### config.mk
export PLATFORM = sky130hd
export DESIGN_NAME = fcp_top
export DESIGN_NICKNAME = d
export VERILOG_FILES = /design/src/core/fcp_pkg.sv /design/src/core/fcp_cycle.sv /design/src/core/fcp_top.sv
export SDC_FILE = /design/constraint.sdc
export NUM_CORES = 1
export LEC_CHECK = 0
export ABC_CLOCK_PERIOD_IN_PS = 10440
export BUFFER_PORTS_ARGS = -buffer_cell sky130_fd_sc_hd__buf_2
export CAP_MARGIN = 20
export CORE_ASPECT_RATIO = 0.7
export CORE_MARGIN = 2
export CORE_UTILIZATION = 45
export CTS_CLUSTER_SIZE = 16
export DETAILED_ROUTE_END_ITERATION = 12
export HOLD_SLACK_MARGIN = 0.02
export PLACE_DENSITY = 0.66
export SYNTH_ARGS = -nofsm -noshare
export SYNTH_HDL_FRONTEND = slang
export SYNTH_SLANG_ARGS = --single-unit
export TNS_END_PERCENT = 10
### constraint.sdc
create_clock -name clk_sys_i -period 10.44 [get_ports clk_sys_i]
set_input_delay 2.088 -clock clk_sys_i [delete_from_list [all_inputs] [get_ports clk_sys_i]]
set_output_delay 2.088 -clock clk_sys_i [all_outputs]
set_load 0.01 [all_outputs]
### src/core/fcp_pkg.sv
// Constants, types and register map of the flash protection controller
// Behaviour
// Supply-low lock refuses work until clear-status
// Engine failure sets program or erase fail
// Reset during work keeps busy until done
// Reset or power loss gives status 10000
// Command front end holds last written command
// Front end starts in read-array mode
// Host writes read-array before expecting array data
// Writes only with chip-select and strobe low
// Array changes only after two-cycle sequence
// Reset pin low disables all other inputs
// Aborted work is reissued whole by host
// Host waits wake-up intervals after reset release
// Busy low after sequence, high when done
// Busy high in erase suspend and power-down
// Both fail flags mean bad erase sequence
// Top status bit shows engine ready
// Three low status bits read zero
package fcp_pkg;
    localparam int CLK_MHZ    = 250;
    // Times in ns
    localparam int WE_LOW_NS  = 60;
    localparam int RECOV_NS   = 40;
    localparam int ACCESS_NS  = 120;
    localparam int WHRL_NS    = 100;
    localparam int RST_LOW_NS = 100;
    localparam int WAKE_RD_NS = 400;
    localparam int WAKE_WR_NS = 1000;
    localparam int WAKE_NS    = (WAKE_RD_NS > WAKE_WR_NS) ? WAKE_RD_NS : WAKE_WR_NS;
    // Cycle counts, least times rounded up
    localparam logic [7:0] WE_LOW_CYC  = 8'((WE_LOW_NS * CLK_MHZ + 999) / 1000);
    localparam logic [7:0] RECOV_CYC   = 8'((RECOV_NS * CLK_MHZ + 999) / 1000);
    localparam logic [7:0] ACCESS_CYC  = 8'((ACCESS_NS * CLK_MHZ + 999) / 1000);
    localparam logic [7:0] WHRL_CYC    = 8'((WHRL_NS * CLK_MHZ + 999) / 1000);
    localparam logic [7:0] RST_LOW_CYC = 8'((RST_LOW_NS * CLK_MHZ + 999) / 1000);
    localparam logic [7:0] WAKE_CYC    = 8'((WAKE_NS * CLK_MHZ + 999) / 1000);
    // Device command codes
    localparam logic [7:0] CMD_ARRAY   = 8'hff;
    localparam logic [7:0] CMD_RSTAT   = 8'h70;
    localparam logic [7:0] CMD_CLEAR   = 8'h50;
    localparam logic [7:0] CMD_PROG    = 8'h40;
    localparam logic [7:0] CMD_ERASE   = 8'h20;
    localparam logic [7:0] CMD_CONFIRM = 8'hd0;
    // Device status bits
    localparam int SR_READY  = 7;
    localparam int SR_EFAIL  = 5;
    localparam int SR_PFAIL  = 4;
    localparam int SR_SUPPLY = 3;
    localparam logic [7:0] SR_USED_MASK = 8'hf8;
    localparam logic [7:0] SR_RESET     = 8'h80;
    // Controller register offsets
    localparam logic [7:0] REG_CMD      = 8'h00;
    localparam logic [7:0] REG_ADDR     = 8'h04;
    localparam logic [7:0] REG_WDATA    = 8'h08;
    localparam logic [7:0] REG_RDATA    = 8'h0c;
    localparam logic [7:0] REG_DEVSTAT  = 8'h10;
    localparam logic [7:0] REG_STATE    = 8'h14;
    localparam logic [7:0] REG_IRQ_ST   = 8'h18;
    localparam logic [7:0] REG_IRQ_MASK = 8'h1c;
    localparam logic [7:0] REG_PWR      = 8'h20;
    // Interrupt bits
    localparam int IRQ_W      = 5;
    localparam int IRQ_DONE   = 0;
    localparam int IRQ_ERR    = 1;
    localparam int IRQ_LOCK   = 2;
    localparam int IRQ_REFUSE = 3;
    localparam int IRQ_ABORT  = 4;
    localparam logic [IRQ_W-1:0] IRQ_RESET = 5'h00;

    typedef enum logic [2:0] {
        OP_READ   = 3'h0,
        OP_PROG   = 3'h1,
        OP_ERASE  = 3'h2,
        OP_CLEAR  = 3'h3,
        OP_STATUS = 3'h4
    } fcp_op_e;

    typedef struct packed {
        logic        ce_n;
        logic        we_n;
        logic        oe_n;
        logic [19:0] addr;
        logic [7:0]  dout;
        logic        doe;
    } fcp_pins_s;

    localparam fcp_pins_s PINS_IDLE = '{ce_n: 1'b1, we_n: 1'b1, oe_n: 1'b1,
                                        addr: 20'h00000, dout: 8'h00, doe: 1'b0};
endpackage

### src/core/fcp_cycle.sv
// Single read or write cycle on the flash pins
module fcp_cycle (
    input  wire logic              clk_i,
    input  wire logic              rst_n_i,
    input  wire logic              start_i,
    input  wire logic              is_read_i,
    input  wire logic              abort_i,
    input  wire logic [19:0]       addr_i,
    input  wire logic [7:0]        wdata_i,
    input  wire logic [7:0]        data_i,
    output fcp_pkg::fcp_pins_s     pins_o,
    output logic                   done_o,
    output logic [7:0]             rdata_o
);
    import fcp_pkg::*;

    typedef enum logic [1:0] {
        C_IDLE   = 2'h0,
        C_SETUP  = 2'h1,
        C_STROBE = 2'h2,
        C_RECOV  = 2'h3
    } fcp_cyc_e;

    fcp_cyc_e   st;
    fcp_cyc_e   next_st;
    logic [7:0] cnt;
    logic [7:0] next_cnt;
    logic       rd;
    logic       next_rd;
    fcp_pins_s  next_pins;
    logic       next_done;
    logic [7:0] next_rdata;

    // Next values of the cycle sequencer
    always_comb begin
        next_st    = st;
        next_cnt   = cnt;
        next_rd    = rd;
        next_pins  = pins_o;
        next_done  = 1'b0;
        next_rdata = rdata_o;
        case (st)
            C_IDLE: begin
                if (start_i) begin
                    next_rd        = is_read_i;
                    next_pins.addr = addr_i;
                    next_pins.dout = wdata_i;
                    next_pins.doe  = !is_read_i;
                    next_pins.ce_n = 1'b0;
                    next_st        = C_SETUP;
                end
            end
            C_SETUP: begin
                if (rd) begin
                    next_pins.oe_n = 1'b0;
                    next_cnt       = ACCESS_CYC;
                end else begin
                    next_pins.we_n = 1'b0;
                    next_cnt       = WE_LOW_CYC;
                end
                next_st = C_STROBE;
            end
            C_STROBE: begin
                next_cnt = cnt - 8'h01;
                if (cnt == 8'h01) begin
                    if (rd) begin
                        next_rdata = data_i;
                    end
                    next_pins.we_n = 1'b1;
                    next_pins.oe_n = 1'b1;
                    next_pins.ce_n = 1'b1;
                    next_cnt       = RECOV_CYC;
                    next_st        = C_RECOV;
                end
            end
            C_RECOV: begin
                next_cnt = cnt - 8'h01;
                if (cnt == 8'h01) begin
                    next_pins.doe = 1'b0;
                    next_done     = 1'b1;
                    next_st       = C_IDLE;
                end
            end
            default: begin
                next_st = C_IDLE;
            end
        endcase
        if (abort_i) begin
            next_st   = C_IDLE;
            next_pins = PINS_IDLE;
            next_done = 1'b0;
        end
    end

    // Cycle sequencer registers
    always_ff @(posedge clk_i or negedge rst_n_i) begin
        if (!rst_n_i) begin
            st      <= C_IDLE;
            cnt     <= 8'h00;
            rd      <= 1'b0;
            pins_o  <= PINS_IDLE;
            done_o  <= 1'b0;
            rdata_o <= 8'h00;
        end else begin
            st      <= next_st;
            cnt     <= next_cnt;
            rd      <= next_rd;
            pins_o  <= next_pins;
            done_o  <= next_done;
            rdata_o <= next_rdata;
        end
    end
endmodule

### src/core/fcp_top.sv
// Host controller sequencing program, erase, status and power-down on the flash
module fcp_top (
    input  wire logic              clk_sys_i,
    input  wire logic              rst_b_i,
    input  wire logic              reg_wr_i,
    input  wire logic              reg_rd_i,
    input  wire logic [7:0]        reg_addr_i,
    input  wire logic [31:0]       reg_wdata_i,
    output logic [31:0]            reg_rdata_o,
    output logic                   irq_o,
    output fcp_pkg::fcp_pins_s     flash_o,
    input  wire logic [7:0]        flash_data_i,
    input  wire logic              ready_busy_n_i,
    output logic                   powerdown_reset_n_o
);
    import fcp_pkg::*;

    typedef enum logic [3:0] {
        S_IDLE     = 4'h0,
        S_SETUP    = 4'h1,
        S_CONFIRM  = 4'h2,
        S_SETTLE   = 4'h3,
        S_WAIT_RDY = 4'h4,
        S_RD_STAT  = 4'h5,
        S_WR_ARRAY = 4'h6,
        S_RD_ARRAY = 4'h7,
        S_WR_CMD   = 4'h8,
        S_PD_HOLD  = 4'h9,
        S_WAKE     = 4'ha
    } fcp_state_e;

    logic [1:0]       rst_q;
    logic             rst_n;
    fcp_state_e       state;
    fcp_state_e       next_state;
    fcp_op_e          op_q;
    fcp_op_e          next_op;
    logic [7:0]       cnt;
    logic [7:0]       next_cnt;
    logic             pend;
    logic             next_pend;
    logic             lock;
    logic             next_lock;
    logic             seq_err;
    logic             next_seq_err;
    logic [7:0]       dev_stat;
    logic [7:0]       next_dev_stat;
    logic [7:0]       rbyte;
    logic [7:0]       next_rbyte;
    logic             next_pin_n;
    logic [IRQ_W-1:0] irq_set;
    logic             cyc_go;
    logic             cyc_rd;
    logic             cyc_bus;
    logic             cyc_abort;
    logic [7:0]       cyc_wdata;
    logic             cyc_done;
    logic [7:0]       cyc_rdata;
    logic             cmd_go;
    logic             is_pe;
    logic             op_live;
    logic [19:0]      addr_r;
    logic [7:0]       wdata_r;
    logic             pwr_req;
    logic [IRQ_W-1:0] irq_st;
    logic [IRQ_W-1:0] irq_mask;
    logic [19:0]      next_addr;
    logic [7:0]       next_wdata;
    logic             next_pwr;
    logic [IRQ_W-1:0] next_irq_st;
    logic [IRQ_W-1:0] next_mask;
    logic [31:0]      next_rdata;

    // Reset release through two flops
    always_ff @(posedge clk_sys_i or negedge rst_b_i) begin
        if (!rst_b_i) begin
            rst_q <= 2'b00;
        end else begin
            rst_q <= {rst_q[0], 1'b1};
        end
    end
    assign rst_n = rst_q[1];

    assign cmd_go  = reg_wr_i && (reg_addr_i == REG_CMD);
    assign is_pe   = (op_q == OP_PROG) || (op_q == OP_ERASE);
    assign op_live = is_pe && (state != S_IDLE) && (state != S_PD_HOLD) && (state != S_WAKE);

    // Bus cycle request per state
    always_comb begin
        cyc_bus   = 1'b1;
        cyc_rd    = 1'b0;
        cyc_wdata = CMD_ARRAY;
        case (state)
            S_SETUP:    cyc_wdata = (op_q == OP_PROG) ? CMD_PROG : CMD_ERASE;
            S_CONFIRM:  cyc_wdata = (op_q == OP_PROG) ? wdata_r : CMD_CONFIRM;
            S_WR_CMD:   cyc_wdata = (op_q == OP_CLEAR) ? CMD_CLEAR : CMD_RSTAT;
            S_WR_ARRAY: cyc_wdata = CMD_ARRAY;
            S_RD_STAT:  cyc_rd = 1'b1;
            S_RD_ARRAY: cyc_rd = 1'b1;
            default:    cyc_bus = 1'b0;
        endcase
        cyc_abort = pwr_req && (state != S_PD_HOLD) && (state != S_WAKE);
        cyc_go    = cyc_bus && !pend && !cyc_abort;
    end

    fcp_cycle u_cycle (
        .clk_i     (clk_sys_i),
        .rst_n_i   (rst_n),
        .start_i   (cyc_go),
        .is_read_i (cyc_rd),
        .abort_i   (cyc_abort),
        .addr_i    (addr_r),
        .wdata_i   (cyc_wdata),
        .data_i    (flash_data_i),
        .pins_o    (flash_o),
        .done_o    (cyc_done),
        .rdata_o   (cyc_rdata)
    );

    // Operation sequencer next values
    always_comb begin
        next_state    = state;
        next_op       = op_q;
        next_cnt      = cnt;
        next_pend     = pend;
        next_lock     = lock;
        next_seq_err  = seq_err;
        next_dev_stat = dev_stat;
        next_rbyte    = rbyte;
        irq_set       = '0;
        if (cyc_go) begin
            next_pend = 1'b1;
        end
        if (cyc_done) begin
            next_pend = 1'b0;
        end
        if (cmd_go && (state != S_IDLE)) begin
            irq_set[IRQ_REFUSE] = 1'b1;
        end
        case (state)
            S_IDLE: begin
                if (cmd_go) begin
                    next_op = fcp_op_e'(reg_wdata_i[2:0]);
                    case (reg_wdata_i[2:0])
                        OP_READ:   next_state = S_RD_ARRAY;
                        OP_PROG,
                        OP_ERASE: begin
                            if (lock) begin
                                irq_set[IRQ_REFUSE] = 1'b1;
                            end else begin
                                next_state = S_SETUP;
                            end
                        end
                        OP_CLEAR,
                        OP_STATUS: next_state = S_WR_CMD;
                        default:   irq_set[IRQ_REFUSE] = 1'b1;
                    endcase
                end
            end
            S_SETUP: begin
                if (cyc_done) begin
                    next_state = S_CONFIRM;
                end
            end
            S_CONFIRM: begin
                if (cyc_done) begin
                    next_cnt   = WHRL_CYC;
                    next_state = S_SETTLE;
                end
            end
            S_SETTLE: begin
                next_cnt = cnt - 8'h01;
                if (cnt == 8'h01) begin
                    next_state = S_WAIT_RDY;
                end
            end
            S_WAIT_RDY: begin
                if (ready_busy_n_i) begin
                    next_state = S_RD_STAT;
                end
            end
            S_RD_STAT: begin
                if (cyc_done && cyc_rdata[SR_READY]) begin
                    next_dev_stat = cyc_rdata & SR_USED_MASK;
                    if (is_pe) begin
                        irq_set[IRQ_ERR] = cyc_rdata[SR_SUPPLY] | cyc_rdata[SR_PFAIL]
                                           | cyc_rdata[SR_EFAIL];
                        if (cyc_rdata[SR_SUPPLY]) begin
                            next_lock           = 1'b1;
                            irq_set[IRQ_LOCK]   = 1'b1;
                        end
                        next_seq_err = (op_q == OP_ERASE) && cyc_rdata[SR_PFAIL]
                                       && cyc_rdata[SR_EFAIL];
                    end
                    next_state = S_WR_ARRAY;
                end
            end
            S_WR_CMD: begin
                if (cyc_done) begin
                    if (op_q == OP_CLEAR) begin
                        next_lock    = 1'b0;
                        next_seq_err = 1'b0;
                        next_state   = S_WR_ARRAY;
                    end else begin
                        next_state = S_RD_STAT;
                    end
                end
            end
            S_WR_ARRAY: begin
                if (cyc_done) begin
                    irq_set[IRQ_DONE] = 1'b1;
                    next_state        = S_IDLE;
                end
            end
            S_RD_ARRAY: begin
                if (cyc_done) begin
                    next_rbyte        = cyc_rdata;
                    irq_set[IRQ_DONE] = 1'b1;
                    next_state        = S_IDLE;
                end
            end
            S_PD_HOLD: begin
                if (cnt != 8'h00) begin
                    next_cnt = cnt - 8'h01;
                end else if (!pwr_req) begin
                    next_cnt   = WAKE_CYC;
                    next_state = S_WAKE;
                end
            end
            S_WAKE: begin
                if (cnt != 8'h00) begin
                    next_cnt = cnt - 8'h01;
                end else if (ready_busy_n_i) begin
                    next_dev_stat = SR_RESET;
                    next_lock     = 1'b0;
                    next_seq_err  = 1'b0;
                    next_state    = S_IDLE;
                end
            end
            default: begin
                next_state = S_IDLE;
            end
        endcase
        if (cyc_abort) begin
            irq_set[IRQ_ABORT] = op_live;
            next_pend          = 1'b0;
            next_cnt           = RST_LOW_CYC;
            next_state         = S_PD_HOLD;
        end
        next_pin_n = (next_state != S_PD_HOLD);
    end

    // Operation sequencer registers
    always_ff @(posedge clk_sys_i or negedge rst_n) begin
        if (!rst_n) begin
            state               <= S_PD_HOLD;
            op_q                <= OP_READ;
            cnt                 <= RST_LOW_CYC;
            pend                <= 1'b0;
            lock                <= 1'b0;
            seq_err             <= 1'b0;
            dev_stat            <= SR_RESET;
            rbyte               <= 8'h00;
            powerdown_reset_n_o <= 1'b0;
        end else begin
            state               <= next_state;
            op_q                <= next_op;
            cnt                 <= next_cnt;
            pend                <= next_pend;
            lock                <= next_lock;
            seq_err             <= next_seq_err;
            dev_stat            <= next_dev_stat;
            rbyte               <= next_rbyte;
            powerdown_reset_n_o <= next_pin_n;
        end
    end

    // Register file next values
    always_comb begin
        next_addr   = addr_r;
        next_wdata  = wdata_r;
        next_pwr    = pwr_req;
        next_mask   = irq_mask;
        next_irq_st = irq_st;
        next_rdata  = 32'h00000000;
        if (reg_wr_i) begin
            case (reg_addr_i)
                REG_ADDR:     next_addr = reg_wdata_i[19:0];
                REG_WDATA:    next_wdata = reg_wdata_i[7:0];
                REG_PWR:      next_pwr = reg_wdata_i[0];
                REG_IRQ_MASK: next_mask = reg_wdata_i[IRQ_W-1:0];
                REG_IRQ_ST:   next_irq_st = irq_st & ~reg_wdata_i[IRQ_W-1:0];
                default:      next_addr = addr_r;
            endcase
        end
        next_irq_st = next_irq_st | irq_set; // Set beats clear
        if (reg_rd_i) begin
            case (reg_addr_i)
                REG_ADDR:     next_rdata = {12'h000, addr_r};
                REG_WDATA:    next_rdata = {24'h000000, wdata_r};
                REG_RDATA:    next_rdata = {24'h000000, rbyte};
                REG_DEVSTAT:  next_rdata = {24'h000000, dev_stat};
                REG_STATE:    next_rdata = {27'h0000000, ready_busy_n_i, seq_err,
                                            !powerdown_reset_n_o, lock, state != S_IDLE};
                REG_IRQ_ST:   next_rdata = {27'h0000000, irq_st};
                REG_IRQ_MASK: next_rdata = {27'h0000000, irq_mask};
                REG_PWR:      next_rdata = {31'h00000000, pwr_req};
                default:      next_rdata = 32'h00000000;
            endcase
        end
    end

    // Register file registers
    always_ff @(posedge clk_sys_i or negedge rst_n) begin
        if (!rst_n) begin
            addr_r      <= 20'h00000;
            wdata_r     <= 8'h00;
            pwr_req     <= 1'b0;
            irq_mask    <= IRQ_RESET;
            irq_st      <= IRQ_RESET;
            reg_rdata_o <= 32'h00000000;
            irq_o       <= 1'b0;
        end else begin
            addr_r      <= next_addr;
            wdata_r     <= next_wdata;
            pwr_req     <= next_pwr;
            irq_mask    <= next_mask;
            irq_st      <= next_irq_st;
            reg_rdata_o <= next_rdata;
            irq_o       <= |(next_irq_st & next_mask);
        end
    end
endmodule

# == Word-level counts from Yosys, hierarchy flattened ==
# Index checks and enable logic that the tools add are counted.
# classes
addsub,2
eq_ne,48
muxes,87
bitwise_logic,6
reduce_logical,57
# ops
operator,n
$pmux 20 s8,1
$mux 8,10
$mux 4,14
$pmux 8 s3,2
$pmux 4 s10,1
$eq 8x5->1 const B,4
$mux 32,1
$pmux 8 s4,1
$mux 1,29
$mux 29,1
$mux 28,1
$mux 5,5
$mux 20,1
$reduce_and 3->1,6
$reduce_bool 3->1,6
$eq 4x3->1 const B,4
$eq 8x1->1 const B,2
$eq 8x4->1 const B,2
$mux 2,8
$ne 4x4->1 const B,4
$pmux 8 s2,1
$sub 8x1->8 const B,2
$reduce_and 2->1,7
$eq 3x2->1 const B,4
other kinds (43),83
# totals
ff_bits,161
wordCells,228

# == Depth between registers and ports, before layout ==
# Gate-level depths: netlist of the first run.
# logic_depth
word_depth,11
ltp_mapped,9

# == Cells and area by module ==
# From an unflattened synthesis of the first run, not the netlist that was laid out.
# unflattened
hier_cells,711
area_unflattened_um2,7422.1
# modules_own_cells
mod,n_inst,cells_each,area_each_um2
fcp_top,1,463,4988.5
fcp_cycle,1,248,2433.6

# == Worst setup path after synthesis of the first run ==
# Ideal clock, no wire load.
# synth_timing
kind,input to register
from,input reg_addr_i[5]
to,register irq_o
setup_ns,0.124
arrival_time_ns,3.651
setup_slack_ns,6.665
stages,6
cell_sequence,nor4b_2 > and3_1 > clkbuf_2 > mux2_2 > a22o_1 > a211o_1
# synth_rtl
element,line,rtl
from (decl),fcp_top.sv:7,"input wire logic [7:0] reg_addr_i,"
$eq 8x5->1,fcp_top.sv:287,case (reg_addr_i)
$mux 5,fcp_top.sv:287,
$mux 5,fcp_top.sv:286,if (reg_wr_i) begin
named net next_mask[0],fcp_top.sv:71,logic [IRQ_W-1:0] next_mask;
$and 5x5->5,fcp_top.sv:330,irq_o <= |(next_irq_st & next_mask);
$reduce_or 5->1,fcp_top.sv:330,
to (signal assigned),fcp_top.sv:330,
to (decl),fcp_top.sv:10,"output logic irq_o,"
# The timed path passes the listed nets, and every way through them passes these cells.
# A chain may end at the register's enable or synchronous reset.

# == Worst setup path in the final report of the first run ==
# layout_timing
from,input reg_addr_i[2]
to,register addr_r[18]
# layout_via
elab_chain_len,2
# layout_rtl
element,line,rtl
$eq 8x3->1,fcp_top.sv:287,
$reduce_and 2->1 (no source line),-,
to (signal assigned),fcp_top.sv:324,addr_r <= next_addr;
to (decl),fcp_top.sv:62,logic [19:0] addr_r;
# No other way between the ends.

==> results of run 1 <==
## cells in the final DEF, fill, tap and decap left out, types with 8 or more instances in the layout
master,count
inv_1,18
nor3_1,13
o21ai_0,29
nor2_1,22
buf_2,94
dfrtp_1,136
dfstp_2,9
ha_1,9
a21oi_1,29
mux2_2,55
conb_1,13
a22o_1,33
clkbuf_16,17
and3_1,24
nand3_1,17
a21o_1,8
nand2_1,50
## worst register-to-register path, cell delays in order, from the launching register on
cell and delay [ns]:
dfrtp_1 0.85, nand2b_1 0.45, o21ai_0 0.24, a311oi_1 0.73, a21oi_1 0.14, o21ai_0 0.22
## cells by family (layout without fill, tap and decap cells)
kind of cell	after synthesis	after routing	synth area share, %
simple gates	184	184	14.38
compound gates	176	176	18.05
flops	146	146	51.13
buf+inv	74	151	5.097
mux	58	58	9.303
fa+ha+maj	9	9	1.571
xor+xnor	3	3	0.3666
other cells	2	14	0.1048
## flip-flops by register name (all words and copies together), names as in the netlist, 2 cells and up
signal           flops
wdata_r              8
u_cycle.rdata_o      8
u_cycle.st           2
rst_q                2
state                4
addr_r              20
u_cycle.cnt          8
u_cycle.pins_o      32
irq_mask             5
irq_st               5
dev_stat             5
cnt                  8
reg_rdata_o         20
rbyte                8
op_q                 3
## power groups by stage
stage               clock network, mW  logic [mW]  registers [mW]
finish                          0.587       0.453           0.746
floorplan                           0       0.352           0.719
global route                    0.625       0.496           0.758
CTS                             0.600       0.448           0.743
detailed placement                  0       0.447           0.751
global placement                    0       0.431           0.747
## layout make-up
type / instances / area (sq um) / share of cell area (%)
sequential: 146 / 3669 / 44.26
multi-input combinational: 443 / 3186 / 38.44
timing repair buffer: 101 / 543.0 / 6.552
clock buffer: 19 / 452.9 / 5.465
tap: 200 / 250.2 / 3.019
clock inverter: 13 / 117.6 / 1.419
inverter: 18 / 67.56 / 0.8152
antenna: 1 / 2.502 / 0.03019
## metrics by stage
stage | area, sq um | utilization, % | cells
finish | 8288 | 53.31 | 941
detailed placement | 7687 | 49.44 | 907
global route | 8288 | 53.31 | 941
floorplan | 7209 | - | 663
global placement | 7687 | 49.44 | 907
CTS | 8258 | 53.11 | 939
## metal layers
layer	wire, um	up-vias
met5	0	-
met4	213	0
met3	1465	20
met2	8308	261
met1	8543	2889
li1	-	2565
## cells in the mapped netlist (7+ instances only)
cell type  number  area, sq um
a32o_1          7        70.07
ha_1            9        112.6
nand2_1        50        187.7
nor3_1         13        65.06
nand4_1         7        43.79
buf_4          12        90.09
a22o_1         33        289.0
inv_1          18        67.56
dfstp_2         9        236.5
a21oi_1        29        145.1
and3_1         24        150.1
nor2b_1         7        43.79
dfrtp_1       137         3428
buf_2          14        70.07
nor2_1         22        82.58
a21o_1          8        60.06
nand3_1        17        85.08
mux2_2         55        619.3
clkbuf_1       23        86.33
nand2b_1        7        43.79
o21ai_0        29        145.1
## worst min-delay path by stage
stage,startpoint,endpoint,slack (ns),depth (start not counted)
after global placement,rst_q[0]$_DFF_PN0_,rst_q[1]$_DFF_PN0_,0.34,0
after global routing,rst_q[0]$_DFF_PN0_,rst_q[1]$_DFF_PN0_,0.36,0
after detailed placement,rst_q[0]$_DFF_PN0_,rst_q[1]$_DFF_PN0_,0.34,0
after floorplan,rst_q[0]$_DFF_PN0_,rst_q[1]$_DFF_PN0_,0.33,0
after CTS,rst_q[0]$_DFF_PN0_,rst_q[1]$_DFF_PN0_,0.36,0
final,rst_q[0]$_DFF_PN0_,rst_q[1]$_DFF_PN0_,0.35,0
==> flow_summary.yaml, run 1 <==
sta:
  finalCriticalPeriod_ns: 4.241
  worst_slew_pin_slew_ns: 0.9335
  rsz0062_at_grt: "false"
  setup_slack_ns: 6.199
  setup_violations: 0
  holdWs_ns: 0.3533
  maxSlewViolCount: 0
  setup_tns_ns: 0
  timing.final.crit_share_pct: 40.62
  relSlewSlack_pct: 37.62
  clock_skew_ns: 0.007320
  fmax_mhz: 235.8
  hold_viol: 0
clocking:
  cts_buffers: 17
  cts_buffer_depth: 2
  cts_setup_buffers: 0
  insertion_delay_ns: 0.42
  cts_tree: "done"
  postCtsResizedCells: 0
  cts_sinks: 146
  cts_root_buffer: "clkbuf_16"
  hold_buffers: 0
  h-tree-depth: 4
  cts.clk_slew.worst_paths_ns: 0.06
worst_setup_path:
  crit_chain: "buf_2, nor3b_1, nand2_1, nor2_1, buf_4, nand2_1, mux2_2"
  critPathKind: "in -> reg"
  crit_buf_inv: 2
  cp_slowest_cell: "nor3b_1"
  worst_path_dominant_cell_family: "simple AND/OR/NAND/NOR gates"
  critPathMaxStageDelay_ns: 0.71
  timing.rr.end: "cnt[7]$_DFFE_PN0P_"
  reg2reg_slack_ns: 7.72
  cp-end-kind: "flip-flop"
  crit_end: "addr_r[18]$_DFFE_PN0P_"
  startpoint_type: "primary input"
  reg2reg_depth: 5
  required_ns: 10.74
  crit_start: "reg_addr_i[2]"
  worstPathMaxFanout: 21
  path_common_cell: "nand2_1"
  r2r_start: "state[1]$_DFF_PN0_"
  critPathArrivalTime_ns: 4.54
  cp.depth: 7
layout:
  final_nets: 789
  num-fill-cells: 1355
  area_growth_syn_to_layout_pct: 15.62
  layout-drive-gt1-share_pct: 28.78
pwr:
  p_seq_share_pct: 41.8
  pwr-share-clk_pct: 32.9
  p_switching_mw: 0.6261
  static-leakage-power_nw: 3.969
  swShare_pct: 35.07
  total_power_mw: 1.785
  pwr-share-comb_pct: 25.4
  internal_power_mw: 1.159
  ir_drop_mv: 0.1235
  p_per_area_mw_per_mm2: 215.4
route:
  wl_um: 18530
  vias: 5735
  viasPerCell: 6.095
  drc: 0
  dr.pass1.iters: 6
  ant_nets: 0
  drtIter0Drc: 660
  wire_per_inst_um: 19.69
floorplanning:
  pin_count: 119
  core_region_area_sq_mm: 0.01555
  initial_core_util_pct: 46.10
  die_y_um: 109.6
  die-area_sq_mm: 0.01697
  die_x_um: 154.9
  rows: 38
synthesis:
  synth_flop_cell: "dfrtp_1"
  synth_area_sq_mm: 0.007168
  synth_edf_count: 0
  synthCells: 652
  postSynth.asyncResetShare_pct: 100.0
  ys_warn_count: 0
  synth.ff_latch_count: 146
  postSynthAreaPerCell_sq_um: 10.99
  ys_types: 78
  ys_seq_area_share_pct: 51.13
global_route:
  grt_pass1_vias: 5426
  met2_usage_pct: 33.13
  grt_pass1_wl_um: 29020
  grt_max_degree: 91
  grtUsageTotal_pct: 22.21
  use_met1_pct: 32.07
  gr-usage-met3_pct: 5.321
  top_usage_layer: "met2"
  antenna_found_initial: 1
  overflow: 0
min_path:
  hold_path_class: "reg -> reg"
status:
  status: "finished clean"
place:
  portBuffers: 94
  dp_slack_ns: 5.827
  place.gp.congestion: 0.9000
  dp_hpwl_um: 12990
job:
  drv_cap: 0
Power figures use the tool's default switching activity.
==> run 2, diff against run 1 <==
--- a/config.mk
+++ b/config.mk
@@ -5,7 +5,7 @@
 export SDC_FILE = /design/constraint.sdc
 export NUM_CORES = 1
 export LEC_CHECK = 0
-export ABC_CLOCK_PERIOD_IN_PS = 10440
+export ABC_CLOCK_PERIOD_IN_PS = 4300
 export BUFFER_PORTS_ARGS = -buffer_cell sky130_fd_sc_hd__buf_2
 export CAP_MARGIN = 20
 export CORE_ASPECT_RATIO = 0.7
==> constraint.sdc (replaced) <==
create_clock -name clk_sys_i -period 4.3 [get_ports clk_sys_i]
set_input_delay 0.86 -clock clk_sys_i [delete_from_list [all_inputs] [get_ports clk_sys_i]]
set_output_delay 0.86 -clock clk_sys_i [all_outputs]
set_load 0.01 [all_outputs]
==> run 2 against run 1 <==
Effect of this change:
- via count down 0.68%
- worst hold slack worse by 0.16 ns
- flip-flop and latch count unchanged
- clock-buffer cell count up 3
- wire length down 0.31%
- register-to-register slack worse by 6.1 ns
- setup slack worse by 4.6 ns
- total power up 140%
- non-clock buffer count up 2
- clock power up 140%
- combinational power up 140%
- cell count up 0.11%
- critical path type is now reg -> reg
- critical endpoint is now cnt[6]$_DFFE_PN0P_
- largest cell class unchanged
- highest routed layer unchanged
==> flow_summary.yaml, run 2 (synthesized netlist as in run 1, its figures left out) <==
worst_setup_path:
  startpoint_type: "flip-flop"
  critPathKind: "reg -> reg"
  crit_chain: "nand2b_1, o21ai_0, a311oi_1, o41ai_1, o21ai_0"
  cp-end-kind: "flip-flop"
  required_ns: 4.65
  path_common_cell: "o21ai_0"
  critPathMaxStageDelay_ns: 0.85
  critPathArrivalTime_ns: 3.06
  crit_buf_inv: 0
  worst_path_dominant_cell_family: "compound AO/OA/AOI/OAI gates"
  cp_slowest_cell: "dfrtp_1"
  worstPathMaxFanout: 27
clocking:
  cts_setup_buffers: 0
  cts_root_buffer: "clkbuf_16"
  postCtsResizedCells: 0
  cts_sinks: 146
  h-tree-depth: 4
  hold_buffers: 0
  insertion_delay_ns: 0.43
  cts_tree: "done"
  cts.clk_slew.worst_paths_ns: 0.06
  cts_buffer_depth: 2
  cts_buffers: 17
sta:
  clock_skew_ns: 0.01150
  timing.final.crit_share_pct: 63.07
  worst_slew_pin_slew_ns: 0.9215
  setup_violations: 0
  hold_viol: 0
  setup_tns_ns: 0
  finalCriticalPeriod_ns: 2.712
  rsz0062_at_grt: "false"
  maxSlewViolCount: 0
  setup_slack_ns: 1.588
  fmax_mhz: 368.7
  relSlewSlack_pct: 38.10
pwr:
  static-leakage-power_nw: 3.966
  internal_power_mw: 2.857
  p_per_area_mw_per_mm2: 522.5
  p_switching_mw: 1.478
  pwr-share-comb_pct: 25.3
  pwr-share-clk_pct: 33.0
  swShare_pct: 34.09
  p_seq_share_pct: 41.6
  ir_drop_mv: 0.2882
global_route:
  grt_pass1_wl_um: 29270
  antenna_found_initial: 0
  overflow: 0
  grtUsageTotal_pct: 22.51
  grt_pass1_vias: 5395
  grt_max_degree: 84
layout:
  num-fill-cells: 1360
  mostFrequentLayoutCells: "dfrtp_1 (136), buf_2 (94), mux2_2 (55)"
  layout-drive-gt1-share_pct: 28.57
  top_register: "u_cycle.pins_o"
  area_growth_syn_to_layout_pct: 15.74
  final_nets: 791
  largest_reg_flops: 32
  reg_top3: "u_cycle.pins_o x32, addr_r x20, reg_rdata_o x20"
  layout_commonest_cell: "dfrtp_1"
  n_antenna_cell: 0
  utilization_pct: 53.36
job:
  drv_cap: 0
route:
  viasPerCell: 6.047
  dr.pass1.iters: 6
  drtIter0Drc: 618
  wl_um: 18470
  wire_per_inst_um: 19.61
  drc: 0
  vias: 5696
  ant_nets: 0
place:
  portBuffers: 94
  dp_hpwl_um: 12980
  dp_slack_ns: 1.268
  place.gp.congestion: 0.9446
status:
  status: "finished clean"
floorplanning:
  pin_count: 119
  core_region_area_sq_mm: 0.01555
  die_x_um: 154.9
  die-area_sq_mm: 0.01697
  initial_core_util_pct: 46.10
  die_y_um: 109.6
  rows: 38
min_path:
  hold_path_class: "in -> async"
-- run 2: cell types whose count changed in the layout (fill, tap and decap cells not counted) --
cell / previous run / this run
diode_2: 1 / 0
clkbuf_1: 0 / 3
clkinvlp_4: 2 / 4
clkinv_4: 2 / 1
inv_6: 4 / 2
buf_4: 6 / 8
bufinv_16: 0 / 1
inv_8: 4 / 1
-- run 2: routing by layer --
metal	vias to the layer above	global-route usage (%)	wire length [um]
li1	2572	-	-
met1	2822	33.79	8807
met2	275	31.41	7710
met3	27	5.597	1644
met4	0	8.201	310
met5	-	0	0
-- run 2: worst reg2reg max path, delay by kind of cell, from the launching register on --
kind             cells  cell delay, ns
AO/OA/AOI/OAI        4            1.33
flip-flops           1            0.85
AND/OR/NAND/NOR      1            0.46
-- run 2: layout make-up --
cell class                      instances  area [sq um]  share of cell area [%]
Sequential cell                       146          3669                   44.22
Clock buffer                           22         464.2                   5.595
Inverter                               18         67.56                  0.8144
Tap cell                              200         250.2                   3.016
Timing Repair Buffer                  103         558.0                   6.726
Multi-Input combinational cell        443          3186                   38.40
Clock inverter                         10         102.6                   1.237
-- run 2: worst paths after layout --
path                                     from                      end  slack, ns  depth (start not counted)
setup reg to reg           state[1]$_DFF_PN0_       cnt[6]$_DFFE_PN0P_       1.59                          5
setup / recovery           state[1]$_DFF_PN0_       cnt[6]$_DFFE_PN0P_       1.59                          5
min in group clk_sys_i     rst_q[0]$_DFF_PN0_       rst_q[1]$_DFF_PN0_       0.34                          0
hold / removal                        rst_b_i       rst_q[1]$_DFF_PN0_       0.19                          1
max in group asynchronous  rst_q[1]$_DFF_PN0_  dev_stat[7]$_DFFE_PN1P_       3.00                          2
hold reg to reg            rst_q[1]$_DFF_PN0_   addr_r[12]$_DFFE_PN0P_       0.21                          0
-- run 2: through the flow --
stage	hold slack, ns	area (sq um)	instances	power [mW]
3_5_place_dp	0.3387	7702	909	2.906
6_report	0.1928	8297	942	4.335
4_1_cts	0.1880	8269	941	4.339
3_3_place_gp	0.3399	7702	909	2.862
5_1_grt	0.1821	8297	942	4.580
2_1_floorplan	0.3311	7211	663	2.599
-- run 2: power by group through the flow --
| stage | logic (mW) | clock network [mW] | registers, mW |
|---|---|---|---|
| floorplan | 0.854 | 0 | 1.74 |
| global placement | 1.04 | 0 | 1.82 |
| detailed placement | 1.07 | 0 | 1.83 |
| CTS | 1.08 | 1.45 | 1.81 |
| global route | 1.23 | 1.51 | 1.84 |
| finish | 1.10 | 1.43 | 1.80 |
==> run 3, diff against run 2 <==
--- a/config.mk
+++ b/config.mk
@@ -5,7 +5,7 @@
 export SDC_FILE = /design/constraint.sdc
 export NUM_CORES = 1
 export LEC_CHECK = 0
-export ABC_CLOCK_PERIOD_IN_PS = 4300
+export ABC_CLOCK_PERIOD_IN_PS = 2700
 export BUFFER_PORTS_ARGS = -buffer_cell sky130_fd_sc_hd__buf_2
 export CAP_MARGIN = 20
 export CORE_ASPECT_RATIO = 0.7
==> constraint.sdc (replaced) <==
create_clock -name clk_sys_i -period 2.7 [get_ports clk_sys_i]
set_input_delay 0.54 -clock clk_sys_i [delete_from_list [all_inputs] [get_ports clk_sys_i]]
set_output_delay 0.54 -clock clk_sys_i [all_outputs]
set_load 0.01 [all_outputs]
==> run 3 against run 2 <==
Effect of this change:
- clock-buffer cell count fell by 5
- via count rose by 1.2%
- largest power group unchanged
- flip-flop and latch count did not move
==> flow_summary.yaml, run 3 (synthesized netlist as in run 1, its figures left out) <==
worst_setup_path:
  crit_start: "state[3]$_DFF_PN1_"
  required_ns: 3.05
  cp_slowest_cell: "dfstp_2"
  worstPathMaxFanout: 27
  crit_chain: "nor2b_1, a21oi_2, nor4_4, buf_4, a22o_1"
  critPathMaxStageDelay_ns: 0.75
  startpoint_type: "flip-flop"
  cp-end-kind: "flip-flop"
  r2r_start: "state[3]$_DFF_PN1_"
  critPathArrivalTime_ns: 2.80
  critPathKind: "reg -> reg"
sta:
  hold_viol: 0
  maxSlewViolCount: 0
  timing.final.crit_share_pct: 90.73
  rsz0062_at_grt: "false"
  fmax_mhz: 408.2
  relSlewSlack_pct: 49.09
  clock_skew_ns: 0.009821
  worst_slew_pin_slew_ns: 0.7619
  finalCriticalPeriod_ns: 2.450
  setup_violations: 0
  setup_tns_ns: 0
pwr:
  pwr-share-comb_pct: 26.3
  p_seq_share_pct: 40.4
  static-leakage-power_nw: 4.072
  swShare_pct: 35.10
  internal_power_mw: 4.601
  p_per_area_mw_per_mm2: 837.8
  pwr-share-clk_pct: 33.3
  p_switching_mw: 2.489
  ir_drop_mv: 0.5120
job:
  drv_cap: 0
route:
  viasPerCell: 6.007
  drc: 0
  wl_um: 18970
  drtIter0Drc: 705
  ant_nets: 0
  vias: 5767
  wire_per_inst_um: 19.76
  dr.pass1.iters: 6
layout:
  top_register: "u_cycle.pins_o"
  layout-drive-gt1-share_pct: 30.43
  fin_area_sq_mm: 0.008463
  num-fill-cells: 1309
  reg_top3: "u_cycle.pins_o x32, addr_r x20, reg_rdata_o x20"
  final_nets: 808
  mostFrequentLayoutCells: "dfrtp_1 (136), buf_2 (94), mux2_2 (55)"
  utilization_pct: 54.43
  multi_input_area_sq_mm: 0.003186
  layout_commonest_cell: "dfrtp_1"
  area_growth_syn_to_layout_pct: 18.07
  seqCellArea_sq_mm: 0.003669
  largest_reg_flops: 32
clocking:
  cts_buffers: 17
  cts.clk_slew.worst_paths_ns: 0.07
  h-tree-depth: 4
  cts_buffer_depth: 2
  postCtsResizedCells: 0
  hold_buffers: 1
  cts_root_buffer: "clkbuf_16"
  cts_setup_buffers: 0
  cts_tree: "done"
  insertion_delay_ns: 0.42
  cts_sinks: 146
floorplanning:
  die_y_um: 109.6
  pin_count: 119
  die-area_sq_mm: 0.01697
  rows: 38
  die_x_um: 154.9
  core_region_area_sq_mm: 0.01555
  initial_core_util_pct: 46.10
global_route:
  grt_max_degree: 66
  grt_pass1_vias: 5380
  grt_pass1_wl_um: 30170
  overflow: 0
  antenna_found_initial: 0
  grtUsageTotal_pct: 22.97
place:
  portBuffers: 94
  dp_hpwl_um: 13690
  place.gp.congestion: 0.9622
  placed_area_sq_mm: 0.007855
min_path:
  hold_path_class: "reg -> async"
status:
  status: "finished clean"
## run 3: worst max-delay path: cells and delay by family, from the launching register on
| family | cells | cell delay, ns |
|---|---|---|
| buffers and inverters | 1 | 0.36 |
| AND/OR/NAND/NOR | 2 | 0.81 |
| AO/OA/AOI/OAI | 2 | 0.45 |
| flip-flops | 1 | 0.75 |
## run 3: path summary, 6_finish.rpt
check	endpoint	slack (ns)	cells after the start
worst max-delay path	u_cycle.pins_o[15]$_DFFE_PN0P_	0.25	5
min in group clk_sys_i	u_cycle.rdata_o[4]$_DFFE_PN0P_	0.35	2
worst max register to register	u_cycle.pins_o[15]$_DFFE_PN0P_	0.25	5
worst min register to register	u_cycle.cnt[5]$_DFFE_PN0N_	0.32	0
max in group asynchronous	dev_stat[7]$_DFFE_PN1P_	1.60	1
worst min-delay path	u_cycle.cnt[5]$_DFFE_PN0N_	0.32	0
## run 3: final cells by class
class,instances,share of cell area [%]
sequential,146,43.35
multi-input combinational,443,37.64
timing repair buffer,120,8.190
clock buffer,17,5.027
tap,200,2.957
clock inverter,15,2.011
inverter,18,0.7983
antenna,1,0.02957
## run 3: routing by layer
layer	global-route usage [%]	part of all wire [%]	vias to the layer above
met2	31.51	42	284
met5	0	0	-
li1	-	-	2606
met4	7.011	1.2	0
met3	5.597	9.3	16
met1	35.57	48	2861
## run 3: power groups by stage
stage          Combinational, mW  Sequential, mW  Clock (mW)
2_1_floorplan               1.36            2.78           0
3_3_place_gp                1.78            2.87           0
3_5_place_dp                1.83            2.89           0
4_1_cts                     1.85            2.86        2.40
5_1_grt                     2.04            2.91        2.51
6_report                    1.86            2.87        2.36
## run 3: per-stage QoR
stage	std cells	total power, mW	hold WS, ns	setup WS, ns
after floorplan	663	4.139	0.2444	0.2859
after global placement	926	4.653	0.3240	0.3280
after detailed placement	926	4.725	0.3281	0.3064
after CTS	959	7.109	0.3414	0.2808
after global routing	959	7.459	0.3424	0.09656
final	960	7.090	0.3153	0.2503
